### src/hw/ttcr_pkg.sv
// Shared constants for the trace trigger and control register bank.
// Assumes a single 10 MHz system clock and a plain register port.

package ttcr_pkg;

  // ****************************************************************
  // Register map
  // ****************************************************************
  localparam int ADDR_W = 8;
  localparam logic [ADDR_W-1:0] OFS_TRIG = 8'h00;
  localparam logic [ADDR_W-1:0] OFS_TRACE = 8'h04;

  // Port trigger control and status fields.
  localparam int TRIG_MODE_BIT = 0;
  localparam int TRIG_OCC_BIT = 1;
  localparam int TRIG_CLR_BIT = 2;
  localparam int MON_ID_BIT = 3;
  localparam int DIR_ID_BIT = 4;

  // Trace control and status fields.
  localparam int EN_BIT = 0;
  localparam int TS_EN_BIT = 1;
  localparam int SYNC_EN_BIT = 2;
  localparam int HW_EN_BIT = 3;
  localparam int TS_CLK_BIT = 4;
  localparam int COMP_BIT = 5;
  localparam int PRESC_LSB = 8;
  localparam int PRESC_MSB = 9;
  localparam int SRC_LSB = 16;
  localparam int SRC_MSB = 22;
  localparam int BUSY_BIT = 23;

  // ****************************************************************
  // Trace bus values
  // ****************************************************************
  localparam int ID_W = 7;
  localparam logic [ID_W-1:0] TRIG_ATB_ID = 7'h70;
  localparam logic [ID_W-1:0] SRC_ID_RST = 7'h00;
  localparam logic [31:0] SYNC_WORD = 32'hFFFF_FFFF;
  localparam logic [1:0] SIZE_B1 = 2'h0;
  localparam logic [1:0] SIZE_B2 = 2'h1;
  localparam logic [1:0] SIZE_B4 = 2'h2;

  typedef enum logic [1:0] {KIND_STIM, KIND_HW, KIND_SYNC} ttcr_kind_e;

  // ****************************************************************
  // Timing
  // ****************************************************************
  localparam int PRESC_W = 2;
  localparam int PRESC_STEP = 2;
  localparam int PRESC_CNT_W = 6;
  localparam int SYNC_PERIOD_DEF = 1024;
  localparam int TS_W_DEF = 48;

endpackage

### src/hw/ttcr_sync3.sv
// Three-stage input synchroniser with agreement filter.
// Assumes the input is asynchronous to clk_sys.

`timescale 1ns/100ps

module ttcr_sync3 (
  input wire logic clk_sys,
  input wire logic rst_b,
  input wire logic d,
  output logic q
);

  logic s1;
  logic s2;
  logic s3;

  // A change is passed on only once the last two stages agree.
  always_ff @(posedge clk_sys or negedge rst_b) begin
    if (!rst_b) begin
      s1 <= 1'b0;
      s2 <= 1'b0;
      s3 <= 1'b0;
      q <= 1'b0;
    end else begin
      s1 <= d;
      s2 <= s1;
      s3 <= s2;
      if (s2 == s3) begin
        q <= s3;
      end
    end
  end

endmodule

### src/hw/ttcr_prescale.sv
// Timestamp prescaler: passes one tick in 1, 4, 16 or 64.
// Assumes tick_in is a one-cycle enable on clk_sys.

`timescale 1ns/100ps

module ttcr_prescale #(
  parameter int CNT_W = ttcr_pkg::PRESC_CNT_W
) (
  input wire logic clk_sys,
  input wire logic rst_b,
  input wire logic tick_in,
  input wire logic [ttcr_pkg::PRESC_W-1:0] sel,
  input wire logic clear,
  output logic tick_out
);

  logic [CNT_W-1:0] count;

  function automatic logic [CNT_W-1:0] last_count(
    input logic [ttcr_pkg::PRESC_W-1:0] s
  );
    last_count = CNT_W'((1 << (ttcr_pkg::PRESC_STEP * int'(s))) - 1);
  endfunction

  assign tick_out = tick_in && !clear && (count >= last_count(sel));

  always_ff @(posedge clk_sys or negedge rst_b) begin
    if (!rst_b) begin
      count <= '0;
    end else if (clear || tick_out) begin
      count <= '0;
    end else if (tick_in) begin
      count <= count + 1'b1;
    end
  end

  // A divide-by-4 setting never passes two ticks in a row.
  a_presc_spacing: assert property (@(posedge clk_sys) disable iff (!rst_b)
    (sel == 2'h1 && tick_out) |=> !tick_out)
    else $error("prescaler passed ticks too close together");

endmodule

### src/hw/ttcr_regs.sv
// Trace trigger and trace control registers with packet emission.
// Assumes a plain register port and a ready/valid trace bus sink.

`timescale 1ns/100ps

module ttcr_regs #(
  parameter int TS_W = ttcr_pkg::TS_W_DEF,
  parameter int SYNC_PERIOD = ttcr_pkg::SYNC_PERIOD_DEF,
  parameter bit SYNC_REG_PRESENT = 1'b0
) (
  input wire logic clk_sys,
  input wire logic rst_b,
  input wire logic [ttcr_pkg::ADDR_W-1:0] reg_addr,
  input wire logic [31:0] reg_wdata,
  input wire logic reg_wr,
  input wire logic reg_rd,
  output logic [31:0] reg_rdata,
  input wire logic stim_wr,
  input wire logic [31:0] stim_data,
  input wire logic [1:0] stim_size,
  input wire logic stim_trig_loc,
  input wire logic stim_port_monitored,
  output logic stim_ready,
  input wire logic hw_evt,
  input wire logic [31:0] hw_evt_data,
  output logic hw_evt_ready,
  input wire logic ts_out_clk,
  input wire logic ts_out_idle,
  output logic trace_valid,
  input wire logic trace_ready,
  output logic [ttcr_pkg::ID_W-1:0] trace_id,
  output ttcr_pkg::ttcr_kind_e trace_kind,
  output logic [31:0] trace_data,
  output logic [1:0] trace_size,
  output logic trace_ts_valid,
  output logic [TS_W-1:0] trace_ts
);

  localparam int SC_W = $clog2(SYNC_PERIOD + 1);
  localparam logic [SC_W-1:0] SYNC_LAST = SC_W'(SYNC_PERIOD - 1);

  // ****************************************************************
  // Register decode
  // ****************************************************************
  function automatic logic hit(
    input logic [ttcr_pkg::ADDR_W-1:0] a,
    input logic [ttcr_pkg::ADDR_W-1:0] ofs
  );
    hit = (a == ofs);
  endfunction

  logic wr_trig;
  logic wr_trace;
  assign wr_trig = reg_wr && hit(reg_addr, ttcr_pkg::OFS_TRIG);
  assign wr_trace = reg_wr && hit(reg_addr, ttcr_pkg::OFS_TRACE);

  // ****************************************************************
  // Trigger control
  // ****************************************************************
  logic trig_single;
  logic dir_id_en;
  logic mon_id_en;
  logic trig_occ;

  always_ff @(posedge clk_sys or negedge rst_b) begin
    if (!rst_b) begin
      trig_single <= 1'b0;
      dir_id_en <= 1'b0;
      mon_id_en <= 1'b0;
    end else if (wr_trig) begin
      trig_single <= reg_wdata[ttcr_pkg::TRIG_MODE_BIT];
      dir_id_en <= reg_wdata[ttcr_pkg::DIR_ID_BIT];
      mon_id_en <= reg_wdata[ttcr_pkg::MON_ID_BIT];
    end
  end

  // ****************************************************************
  // Trace control
  // ****************************************************************
  logic gen_en;
  logic ts_en;
  logic sync_bit;
  logic sync_en;
  logic hw_en;
  logic ts_clk_out;
  logic comp_en;
  logic [ttcr_pkg::PRESC_W-1:0] ts_presc;
  logic [ttcr_pkg::ID_W-1:0] src_id;

  always_ff @(posedge clk_sys or negedge rst_b) begin
    if (!rst_b) begin
      gen_en <= 1'b0;
      ts_en <= 1'b0;
      sync_bit <= 1'b0;
      hw_en <= 1'b0;
      ts_clk_out <= 1'b0;
      comp_en <= 1'b0;
      ts_presc <= '0;
      src_id <= ttcr_pkg::SRC_ID_RST;
    end else if (wr_trace) begin
      gen_en <= reg_wdata[ttcr_pkg::EN_BIT];
      ts_en <= reg_wdata[ttcr_pkg::TS_EN_BIT];
      sync_bit <= reg_wdata[ttcr_pkg::SYNC_EN_BIT];
      hw_en <= reg_wdata[ttcr_pkg::HW_EN_BIT];
      ts_clk_out <= reg_wdata[ttcr_pkg::TS_CLK_BIT];
      comp_en <= reg_wdata[ttcr_pkg::COMP_BIT];
      ts_presc <= reg_wdata[ttcr_pkg::PRESC_MSB:ttcr_pkg::PRESC_LSB];
      // Software keeps the generator idle while this changes.
      src_id <= reg_wdata[ttcr_pkg::SRC_MSB:ttcr_pkg::SRC_LSB];
    end
  end

  // With a period register fitted, sync cannot be turned off here.
  assign sync_en = SYNC_REG_PRESENT ? 1'b1 : sync_bit;

  // ****************************************************************
  // Packet slot and arbitration
  // ****************************************************************
  logic pend;
  logic slot_free;
  logic stim_take;
  logic hw_take;
  logic sync_take;
  logic sync_due;
  logic trig_hit;
  logic trig_fire;
  logic busy;

  assign trace_valid = pend;
  assign slot_free = !pend || trace_ready;
  assign stim_ready = gen_en && slot_free;
  assign stim_take = stim_wr && stim_ready;
  assign hw_evt_ready = gen_en && hw_en && slot_free && !stim_wr;
  assign hw_take = hw_evt && hw_evt_ready;
  assign sync_take = sync_due && gen_en && slot_free && !stim_wr
    && !(hw_evt && hw_en);
  assign busy = pend || sync_due;

  assign trig_hit = stim_take && ((stim_trig_loc && dir_id_en)
    || (stim_port_monitored && mon_id_en));
  // In single-shot mode only the first trigger is marked.
  assign trig_fire = trig_hit && !(trig_single && trig_occ);

  // Set wins over a clear written in the same cycle.
  always_ff @(posedge clk_sys or negedge rst_b) begin
    if (!rst_b) begin
      trig_occ <= 1'b0;
    end else if (trig_single && trig_fire) begin
      trig_occ <= 1'b1;
    end else if (wr_trig && trig_single
      && reg_wdata[ttcr_pkg::TRIG_CLR_BIT]) begin
      trig_occ <= 1'b0;
    end
  end

  function automatic logic [1:0] packed_size(input logic [31:0] d);
    if (d[31:16] != 16'h0000) begin
      packed_size = ttcr_pkg::SIZE_B4;
    end else if (d[15:8] != 8'h00) begin
      packed_size = ttcr_pkg::SIZE_B2;
    end else begin
      packed_size = ttcr_pkg::SIZE_B1;
    end
  endfunction

  // ****************************************************************
  // Timestamp counter
  // ****************************************************************
  logic ext_clk_s;
  logic ext_clk_d;
  logic idle_s;
  logic base_tick;
  logic ts_tick;
  logic ts_hold;
  logic [TS_W-1:0] ts_count;

  ttcr_sync3 u_sync_clk (
    .clk_sys(clk_sys),
    .rst_b(rst_b),
    .d(ts_out_clk),
    .q(ext_clk_s)
  );

  ttcr_sync3 u_sync_idle (
    .clk_sys(clk_sys),
    .rst_b(rst_b),
    .d(ts_out_idle),
    .q(idle_s)
  );

  always_ff @(posedge clk_sys or negedge rst_b) begin
    if (!rst_b) begin
      ext_clk_d <= 1'b0;
    end else begin
      ext_clk_d <= ext_clk_s;
    end
  end

  // The output clock is sampled, so it must run well below clk_sys.
  assign base_tick = ts_clk_out ? (ext_clk_s && !ext_clk_d) : 1'b1;
  assign ts_hold = !ts_en || (ts_clk_out && idle_s);

  ttcr_prescale u_presc (
    .clk_sys(clk_sys),
    .rst_b(rst_b),
    .tick_in(base_tick),
    .sel(ts_presc),
    .clear(ts_hold),
    .tick_out(ts_tick)
  );

  always_ff @(posedge clk_sys or negedge rst_b) begin
    if (!rst_b) begin
      ts_count <= '0;
    end else if (ts_hold) begin
      ts_count <= '0;
    end else if (ts_tick) begin
      ts_count <= ts_count + 1'b1;
    end
  end

  // ****************************************************************
  // Synchronization timer
  // ****************************************************************
  logic [SC_W-1:0] sync_cnt;

  always_ff @(posedge clk_sys or negedge rst_b) begin
    if (!rst_b) begin
      sync_cnt <= '0;
      sync_due <= 1'b0;
    end else if (!(gen_en && sync_en)) begin
      sync_cnt <= '0;
      sync_due <= 1'b0;
    end else if (sync_cnt == SYNC_LAST) begin
      sync_cnt <= '0;
      sync_due <= 1'b1;
    end else begin
      sync_cnt <= sync_cnt + 1'b1;
      if (sync_take) begin
        sync_due <= 1'b0;
      end
    end
  end

  // ****************************************************************
  // Packet register
  // ****************************************************************
  always_ff @(posedge clk_sys or negedge rst_b) begin
    if (!rst_b) begin
      pend <= 1'b0;
      trace_id <= '0;
      trace_kind <= ttcr_pkg::KIND_STIM;
      trace_data <= '0;
      trace_size <= ttcr_pkg::SIZE_B1;
      trace_ts_valid <= 1'b0;
      trace_ts <= '0;
    end else if (stim_take) begin
      pend <= 1'b1;
      trace_id <= trig_fire ? ttcr_pkg::TRIG_ATB_ID : src_id;
      trace_kind <= ttcr_pkg::KIND_STIM;
      trace_data <= stim_data;
      trace_size <= comp_en ? packed_size(stim_data) : stim_size;
      trace_ts_valid <= ts_en;
      trace_ts <= ts_count;
    end else if (hw_take) begin
      pend <= 1'b1;
      trace_id <= src_id;
      trace_kind <= ttcr_pkg::KIND_HW;
      trace_data <= hw_evt_data;
      trace_size <= ttcr_pkg::SIZE_B4;
      trace_ts_valid <= ts_en;
      trace_ts <= ts_count;
    end else if (sync_take) begin
      pend <= 1'b1;
      trace_id <= src_id;
      trace_kind <= ttcr_pkg::KIND_SYNC;
      trace_data <= ttcr_pkg::SYNC_WORD;
      trace_size <= ttcr_pkg::SIZE_B4;
      trace_ts_valid <= 1'b0;
      trace_ts <= '0;
    end else if (trace_ready) begin
      pend <= 1'b0;
    end
  end

  // ****************************************************************
  // Read path
  // ****************************************************************
  logic [31:0] next_rdata;

  always_comb begin
    next_rdata = '0;
    if (hit(reg_addr, ttcr_pkg::OFS_TRIG)) begin
      next_rdata[ttcr_pkg::TRIG_MODE_BIT] = trig_single;
      next_rdata[ttcr_pkg::TRIG_OCC_BIT] = trig_single && trig_occ;
      next_rdata[ttcr_pkg::MON_ID_BIT] = mon_id_en;
      next_rdata[ttcr_pkg::DIR_ID_BIT] = dir_id_en;
    end else if (hit(reg_addr, ttcr_pkg::OFS_TRACE)) begin
      // Every optional bit is fitted; each reads back as written, except sync, which reads 1 when SYNC_REG_PRESENT is set.
      next_rdata[ttcr_pkg::EN_BIT] = gen_en;
      next_rdata[ttcr_pkg::TS_EN_BIT] = ts_en;
      next_rdata[ttcr_pkg::SYNC_EN_BIT] = sync_en;
      next_rdata[ttcr_pkg::HW_EN_BIT] = hw_en;
      next_rdata[ttcr_pkg::TS_CLK_BIT] = ts_clk_out;
      next_rdata[ttcr_pkg::COMP_BIT] = comp_en;
      next_rdata[ttcr_pkg::PRESC_MSB:ttcr_pkg::PRESC_LSB] = ts_presc;
      next_rdata[ttcr_pkg::SRC_MSB:ttcr_pkg::SRC_LSB] = src_id;
      next_rdata[ttcr_pkg::BUSY_BIT] = busy;
    end
  end

  always_ff @(posedge clk_sys or negedge rst_b) begin
    if (!rst_b) begin
      reg_rdata <= '0;
    end else begin
      reg_rdata <= reg_rd ? next_rdata : '0;
    end
  end

  // ****************************************************************
  // Checks
  // ****************************************************************
  a_trig_dir_id: assert property (@(posedge clk_sys) disable iff (!rst_b)
    (stim_take && stim_trig_loc && dir_id_en && !trig_single)
    |=> (trace_valid && trace_id == 7'h70))
    else $error("direct trigger write not marked with trigger id");

  a_trig_mon_id: assert property (@(posedge clk_sys) disable iff (!rst_b)
    (stim_take && !stim_trig_loc && !(stim_port_monitored && mon_id_en))
    |=> (trace_id == $past(src_id)))
    else $error("unmonitored write used the trigger id");

  a_single_shot: assert property (@(posedge clk_sys) disable iff (!rst_b)
    (trig_single && trig_hit && !wr_trig) |=> trig_occ ##1
    (!(stim_take && trig_single && !trig_hit) || trace_id != 7'h70))
    else $error("single-shot trigger status not set");

  a_clear_status: assert property (@(posedge clk_sys) disable iff (!rst_b)
    (wr_trig && reg_wdata[ttcr_pkg::TRIG_CLR_BIT]
    && reg_wdata[ttcr_pkg::TRIG_MODE_BIT] && trig_single && !trig_hit)
    |=> !trig_occ)
    else $error("trigger clear did not clear status");

  a_busy_read: assert property (@(posedge clk_sys) disable iff (!rst_b)
    (reg_rd && reg_addr == ttcr_pkg::OFS_TRACE && pend)
    |=> reg_rdata[ttcr_pkg::BUSY_BIT])
    else $error("busy bit low while a packet is waiting");

  a_hw_gate: assert property (@(posedge clk_sys) disable iff (!rst_b)
    (trace_valid && trace_kind == ttcr_pkg::KIND_HW && !$past(pend))
    |-> $past(hw_en))
    else $error("hardware event packet while disabled");

  a_sync_gate: assert property (@(posedge clk_sys) disable iff (!rst_b)
    (!sync_en || !gen_en) |=> !sync_due)
    else $error("sync packet pending while sync disabled");

  a_ts_off: assert property (@(posedge clk_sys) disable iff (!rst_b)
    (!ts_en && stim_take) |=> (!trace_ts_valid && ts_count == '0))
    else $error("timestamp produced while timestamps disabled");

  a_rsv_zero: assert property (@(posedge clk_sys) disable iff (!rst_b)
    reg_rd |=> (reg_rdata[31:24] == 8'h00 && reg_rdata[15:10] == 6'h00
    && reg_rdata[7:6] == 2'h0))
    else $error("reserved bits read nonzero");

endmodule

### config.mk
export PLATFORM = sky130hd
export DESIGN_NAME = ttcr_regs
export DESIGN_NICKNAME = d
export VERILOG_FILES = /design/src/hw/ttcr_pkg.sv /design/src/hw/ttcr_sync3.sv /design/src/hw/ttcr_prescale.sv /design/src/hw/ttcr_regs.sv
export SDC_FILE = /design/constraint.sdc
export NUM_CORES = 1
export LEC_CHECK = 0
export BUFFER_PORTS_ARGS = -buffer_cell sky130_fd_sc_hd__clkbuf_2
export CAP_MARGIN = 30
export CORE_MARGIN = 3
export CORE_UTILIZATION = 29
export DETAILED_ROUTE_END_ITERATION = 6
export GPL_ROUTABILITY_DRIVEN = 0
export HOLD_SLACK_MARGIN = 0.05
export PLACE_DENSITY = 0.54
export SLEW_MARGIN = 10
export SYNTH_ARGS = -nofsm -noshare
export SYNTH_HDL_FRONTEND = slang
export SYNTH_SLANG_ARGS = --single-unit
### constraint.sdc
create_clock -name clk_sys -period 2.6 [get_ports clk_sys]
set_clock_uncertainty 0.15 [all_clocks]
set_input_delay 0.52 -clock clk_sys [delete_from_list [all_inputs] [get_ports clk_sys]]
set_output_delay 0.52 -clock clk_sys [all_outputs]
set_load 0.1 [all_outputs]
==> key figures <==
Worst setup path
  – CP dominant cell by count: ha_4
  – Slowest CP cell: or4_1
  – CP arrival: between 2 and 3 ns
  – CP max FO: 7
  – R2R Path Start: ts_presc[0]$_DFFE_PN0P_
  – Kind of critical path: register to register
  – CP top delay family: simple AND/OR/NAND/NOR gates
  – CP required: about 2.9 ns
  – Crit path buf inv count: 1
  – CP Launch Point: ts_presc[0]$_DFFE_PN0P_
  – Critical path's largest stage delay: 0.50 ns
  – CP Launch Type: register
  – Crit. End Element: register
  – Crit-path cells: or2_4 > ha_4 > ha_4 > nand4_1 > o221ai_2 > buf_6 > nand4_4 > or4_1 > a21oi_1

STA
  – Fin worst setup slack: -0.0174 ns
  – Pin slew with the least headroom to its limit: between 0.6 and 0.7 ns
  – Period minus WS final: 2.62 ns
  – Unrepaired setup endpoints after global routing: yes
  – Worst rel slew slack: 54.3%
  – Period utilization: 101%
  – Max-slew violation count: 0
  – Fmax: roughly 380 MHz
  – Fin. Hold Viols: 0
  – Finish-stage setup viols: 1

Yosys
  – Top-count cell post-synth: dfrtp_1
  – Sequential area share after synthesis: roughly three fifths
  – Synthesized area per cell: roughly 11 sq um
  – Synth cell types: 51
  – Synth top area share: between 50% and 60%
  – Largest cells by area after synthesis: dfrtp_1 59%, nor2_1 5.6%, a22o_1 5.4%, xor2_1 2.4%, o22ai_1 2.3%
  – Commonest cells post-synth: 203 x dfrtp_1, 130 x nor2_1, 53 x a22o_1
  – Post-synth ARST share: 100%
  – #FFs+latches synth: 203
  – EDFF count, synth: 0
  – Cell taking the most area after synthesis: dfrtp_1
  – Yosys warnings: 0
  – Synthesized area: ~8700 sq um
  – Synth Flop Type: dfrtp_1
  – Post-Syn Instances: about 800

Detailed routing
  – Via Count: about 7000
  – Avg WL per Cell: about 17 microns
  – Final wirelength: between 20000 and 25000 microns
  – Metal3 WL: around 1200 microns
  – Vias per cell: 4.74
  – Initial DRC count: 410
  – Top Layer Used: met4
  – DRC errors left: 0
  – Post-route ant nets: 0
  – 1st-pass router iterations: 5
  – M1 WL: approximately 11000 microns
  – Met2 WL: around 11000 microns

Clock tree
  – Worst-skew pair later-pin latency: approximately 0.53 ns
  – H-tree Lvls: 1
  – Num CTS Buffers: 25
  – CTS Buffer Depth: 3
  – Clock Tree Root: clkbuf_16
  – Clk sinks: 203
  – TritonCTS clock tree: built
  – Reg clk slew, reported paths: roughly 0.060 ns

Cells and area
  – FF/Latch Area: between 5000 and 6000 sq um
  – Layout area overhead: 33.9%
  – Post-route cell area: roughly 12000 sq um
  – Filler cells: about 2900
  – Fraction of layout cells with a size suffix above 1: approximately a third
  – Multi-input gate area: 3520 sq um
  – # nets final: between 1000 and 1500

Pwr
  – Cell area power density: around 850 nW/um^2
  – Leakage: between 5 and 6 nW
  – Peak VDD IR: just over 600 uV
  – Final Total Pwr: between 9 and 10 mW

Min path
  – Hold Path Origin: hw_evt_data[10]
  – Worst hold path type: primary input to register

Die
  – CORE AREA: slightly below 30000 sq um
  – Die ar.: between 30000 and 40000 sq um
  – Die H: about 180 microns
  – Starting Density: 29.8%
  – Row cnt: 62
  – Top Ports: 244
  – Die X: 179 microns

Placed design
  – # port buffers: 210
  – Placement Cell Area: ~10000 sq um
  – DPL Wire Length: between 15000 and 20000 microns

Outcome
  – Failing checks: setup timing
  – Status: finished, violations left

GRT
  – Total global routing overflow: 0
  – Initial antenna violation count: 1
  – Total track usage: 15.1%
  – Vias in the first global route: ~6800
  – First-pass GRT wire length: between 30000 and 40000 microns
  – Largest net degree at the start of global routing: slightly above 70

Job
  – MaxCap Viol Count: 0
## what timing repair did
| item | CTS | global route |
|---|---|---|
| hold endpoints to repair | 74 | 0 |
| cloned | 0 | 1 |
| setup buffers | 4 | 2 |
| endpoints found under the setup margin | 17 | 31 |
| hold buffers | 11 | 0 |
| gates resized for setup | 12 | 20 |
| pin swaps | 7 | 12 |
## power by group
| part | switching [mW] | total [mW] | internal (mW) |
|---|---|---|---|
| logic | 2.37 | 2.89 | 0.527 |
| registers | 0.151 | 3.57 | 3.42 |
| clock network | 1.33 | 3.36 | 2.02 |
## per-stage QoR
step                setup WS (ns)  util [%]  hold WS, ns  std cells  TNS (ns)
floorplan                  0.0172         -       0.0744        810         0
global placement          -0.0639      35.8        0.189       1382    -0.149
detailed placement         -0.111      35.8        0.197       1382    -0.745
CTS                       -0.0415      39.3       0.0517       1443   -0.0579
global route               -0.133      39.9       0.0612       1447     -1.88
finish                    -0.0174      39.9       0.0718       1447   -0.0174
## kinds of logic (layout without fill, tap and decap cells)
kind of cell | count (synthesis) | count (layout) | synth area share, %
AOI/OAI and AO/OA | 141 | 141 | 11.5
xor gates and xnor gates | 44 | 44 | 4.45
adders and majority gates | 12 | 12 | 1.67
buffers and inverters | 68 | 320 | 3.81
DFF | 203 | 203 | 58.6
muxes | 21 | 21 | 2.69
other | 1 | 17 | 0.0433
and+or+nand+nor | 305 | 305 | 17.3
## layout by cell type (no fill, tap or decap), types with 3 or more instances in the layout
| cell | synthesis | routed |
|---|---|---|
| o22ai_1 | 32 | 32 |
| buf_12 | 0 | 11 |
| mux2_2 | 8 | 8 |
| and4_1 | 5 | 5 |
| o22a_1 | 4 | 4 |
| nand2b_1 | 5 | 4 |
| xnor2_1 | 20 | 20 |
| o21ai_0 | 17 | 16 |
| nor4_1 | 13 | 8 |
| dlygate4sd3_1 | 0 | 11 |
| a21oi_1 | 27 | 24 |
| nor3_1 | 15 | 13 |
| xor2_1 | 24 | 24 |
| clkinv_2 | 0 | 6 |
| nor4_4 | 0 | 5 |
| and2_1 | 14 | 14 |
| a22o_1 | 53 | 53 |
| clkbuf_2 | 1 | 207 |
| inv_1 | 12 | 11 |
| mux2i_1 | 3 | 3 |
| or3_1 | 12 | 11 |
| nand4_1 | 19 | 19 |
| buf_4 | 17 | 28 |
| buf_6 | 1 | 3 |
| ha_1 | 10 | 8 |
| dfrtp_1 | 203 | 202 |
| clkbuf_16 | 0 | 26 |
| clkbuf_8 | 0 | 10 |
| and3_1 | 4 | 4 |
| nand4b_1 | 3 | 3 |
| conb_1 | 1 | 16 |
| clkbuf_1 | 33 | 3 |
| nand3_1 | 27 | 26 |
| nor2_1 | 130 | 129 |
| nand2_1 | 41 | 39 |
| mux2_1 | 10 | 10 |
## cell type report
| type | instances | share of cell area (%) |
|---|---|---|
| sequential | 203 | 43.8 |
| clock inverter | 9 | 0.485 |
| tap | 384 | 4.14 |
| timing repair buffer | 262 | 14.2 |
| antenna | 1 | 0.0216 |
| clock buffer | 37 | 6.56 |
| inverter | 12 | 0.421 |
| multi-input combinational | 539 | 30.3 |
## state kept, by name, indices dropped and copies added, names as in the netlist, 2 cells and up
register	flops
trace_data	32
sync_cnt	11
ts_presc	2
trace_kind	2
trace_size	2
ts_count	48
trace_ts	48
reg_rdata	16
trace_id	7
u_presc.count	6
src_id	7
## worst paths after layout
path                                              end  slack [ns]  depth (start not counted)
setup / recovery             ts_count[39]$_DFFE_PN0P_       -0.02                          9
hold / removal             trace_data[10]$_DFFE_PN0P_        0.07                          3
setup reg to reg             ts_count[39]$_DFFE_PN0P_       -0.02                          9
hold reg to reg               u_sync_clk.s2$_DFF_PN0_        0.21                          0
max in group asynchronous    ts_count[13]$_DFFE_PN0P_        1.19                          3
min in group asynchronous    trace_ts[39]$_DFFE_PN0P_        0.46                          2
## worst min-delay path, stage by stage
cell and delay [ns]:
clkbuf_2 0.08, nor2_1 0.03, nor2_1 0.08
## per-layer routing
metal	global-route usage, %	vias to the layer above
li1	-	3295
met1	21.9	3373
met2	23.3	158
met3	2.39	38
met4	4.32	0
met5	0	-
No activity file was read; power rests on OpenSTA's default activity.
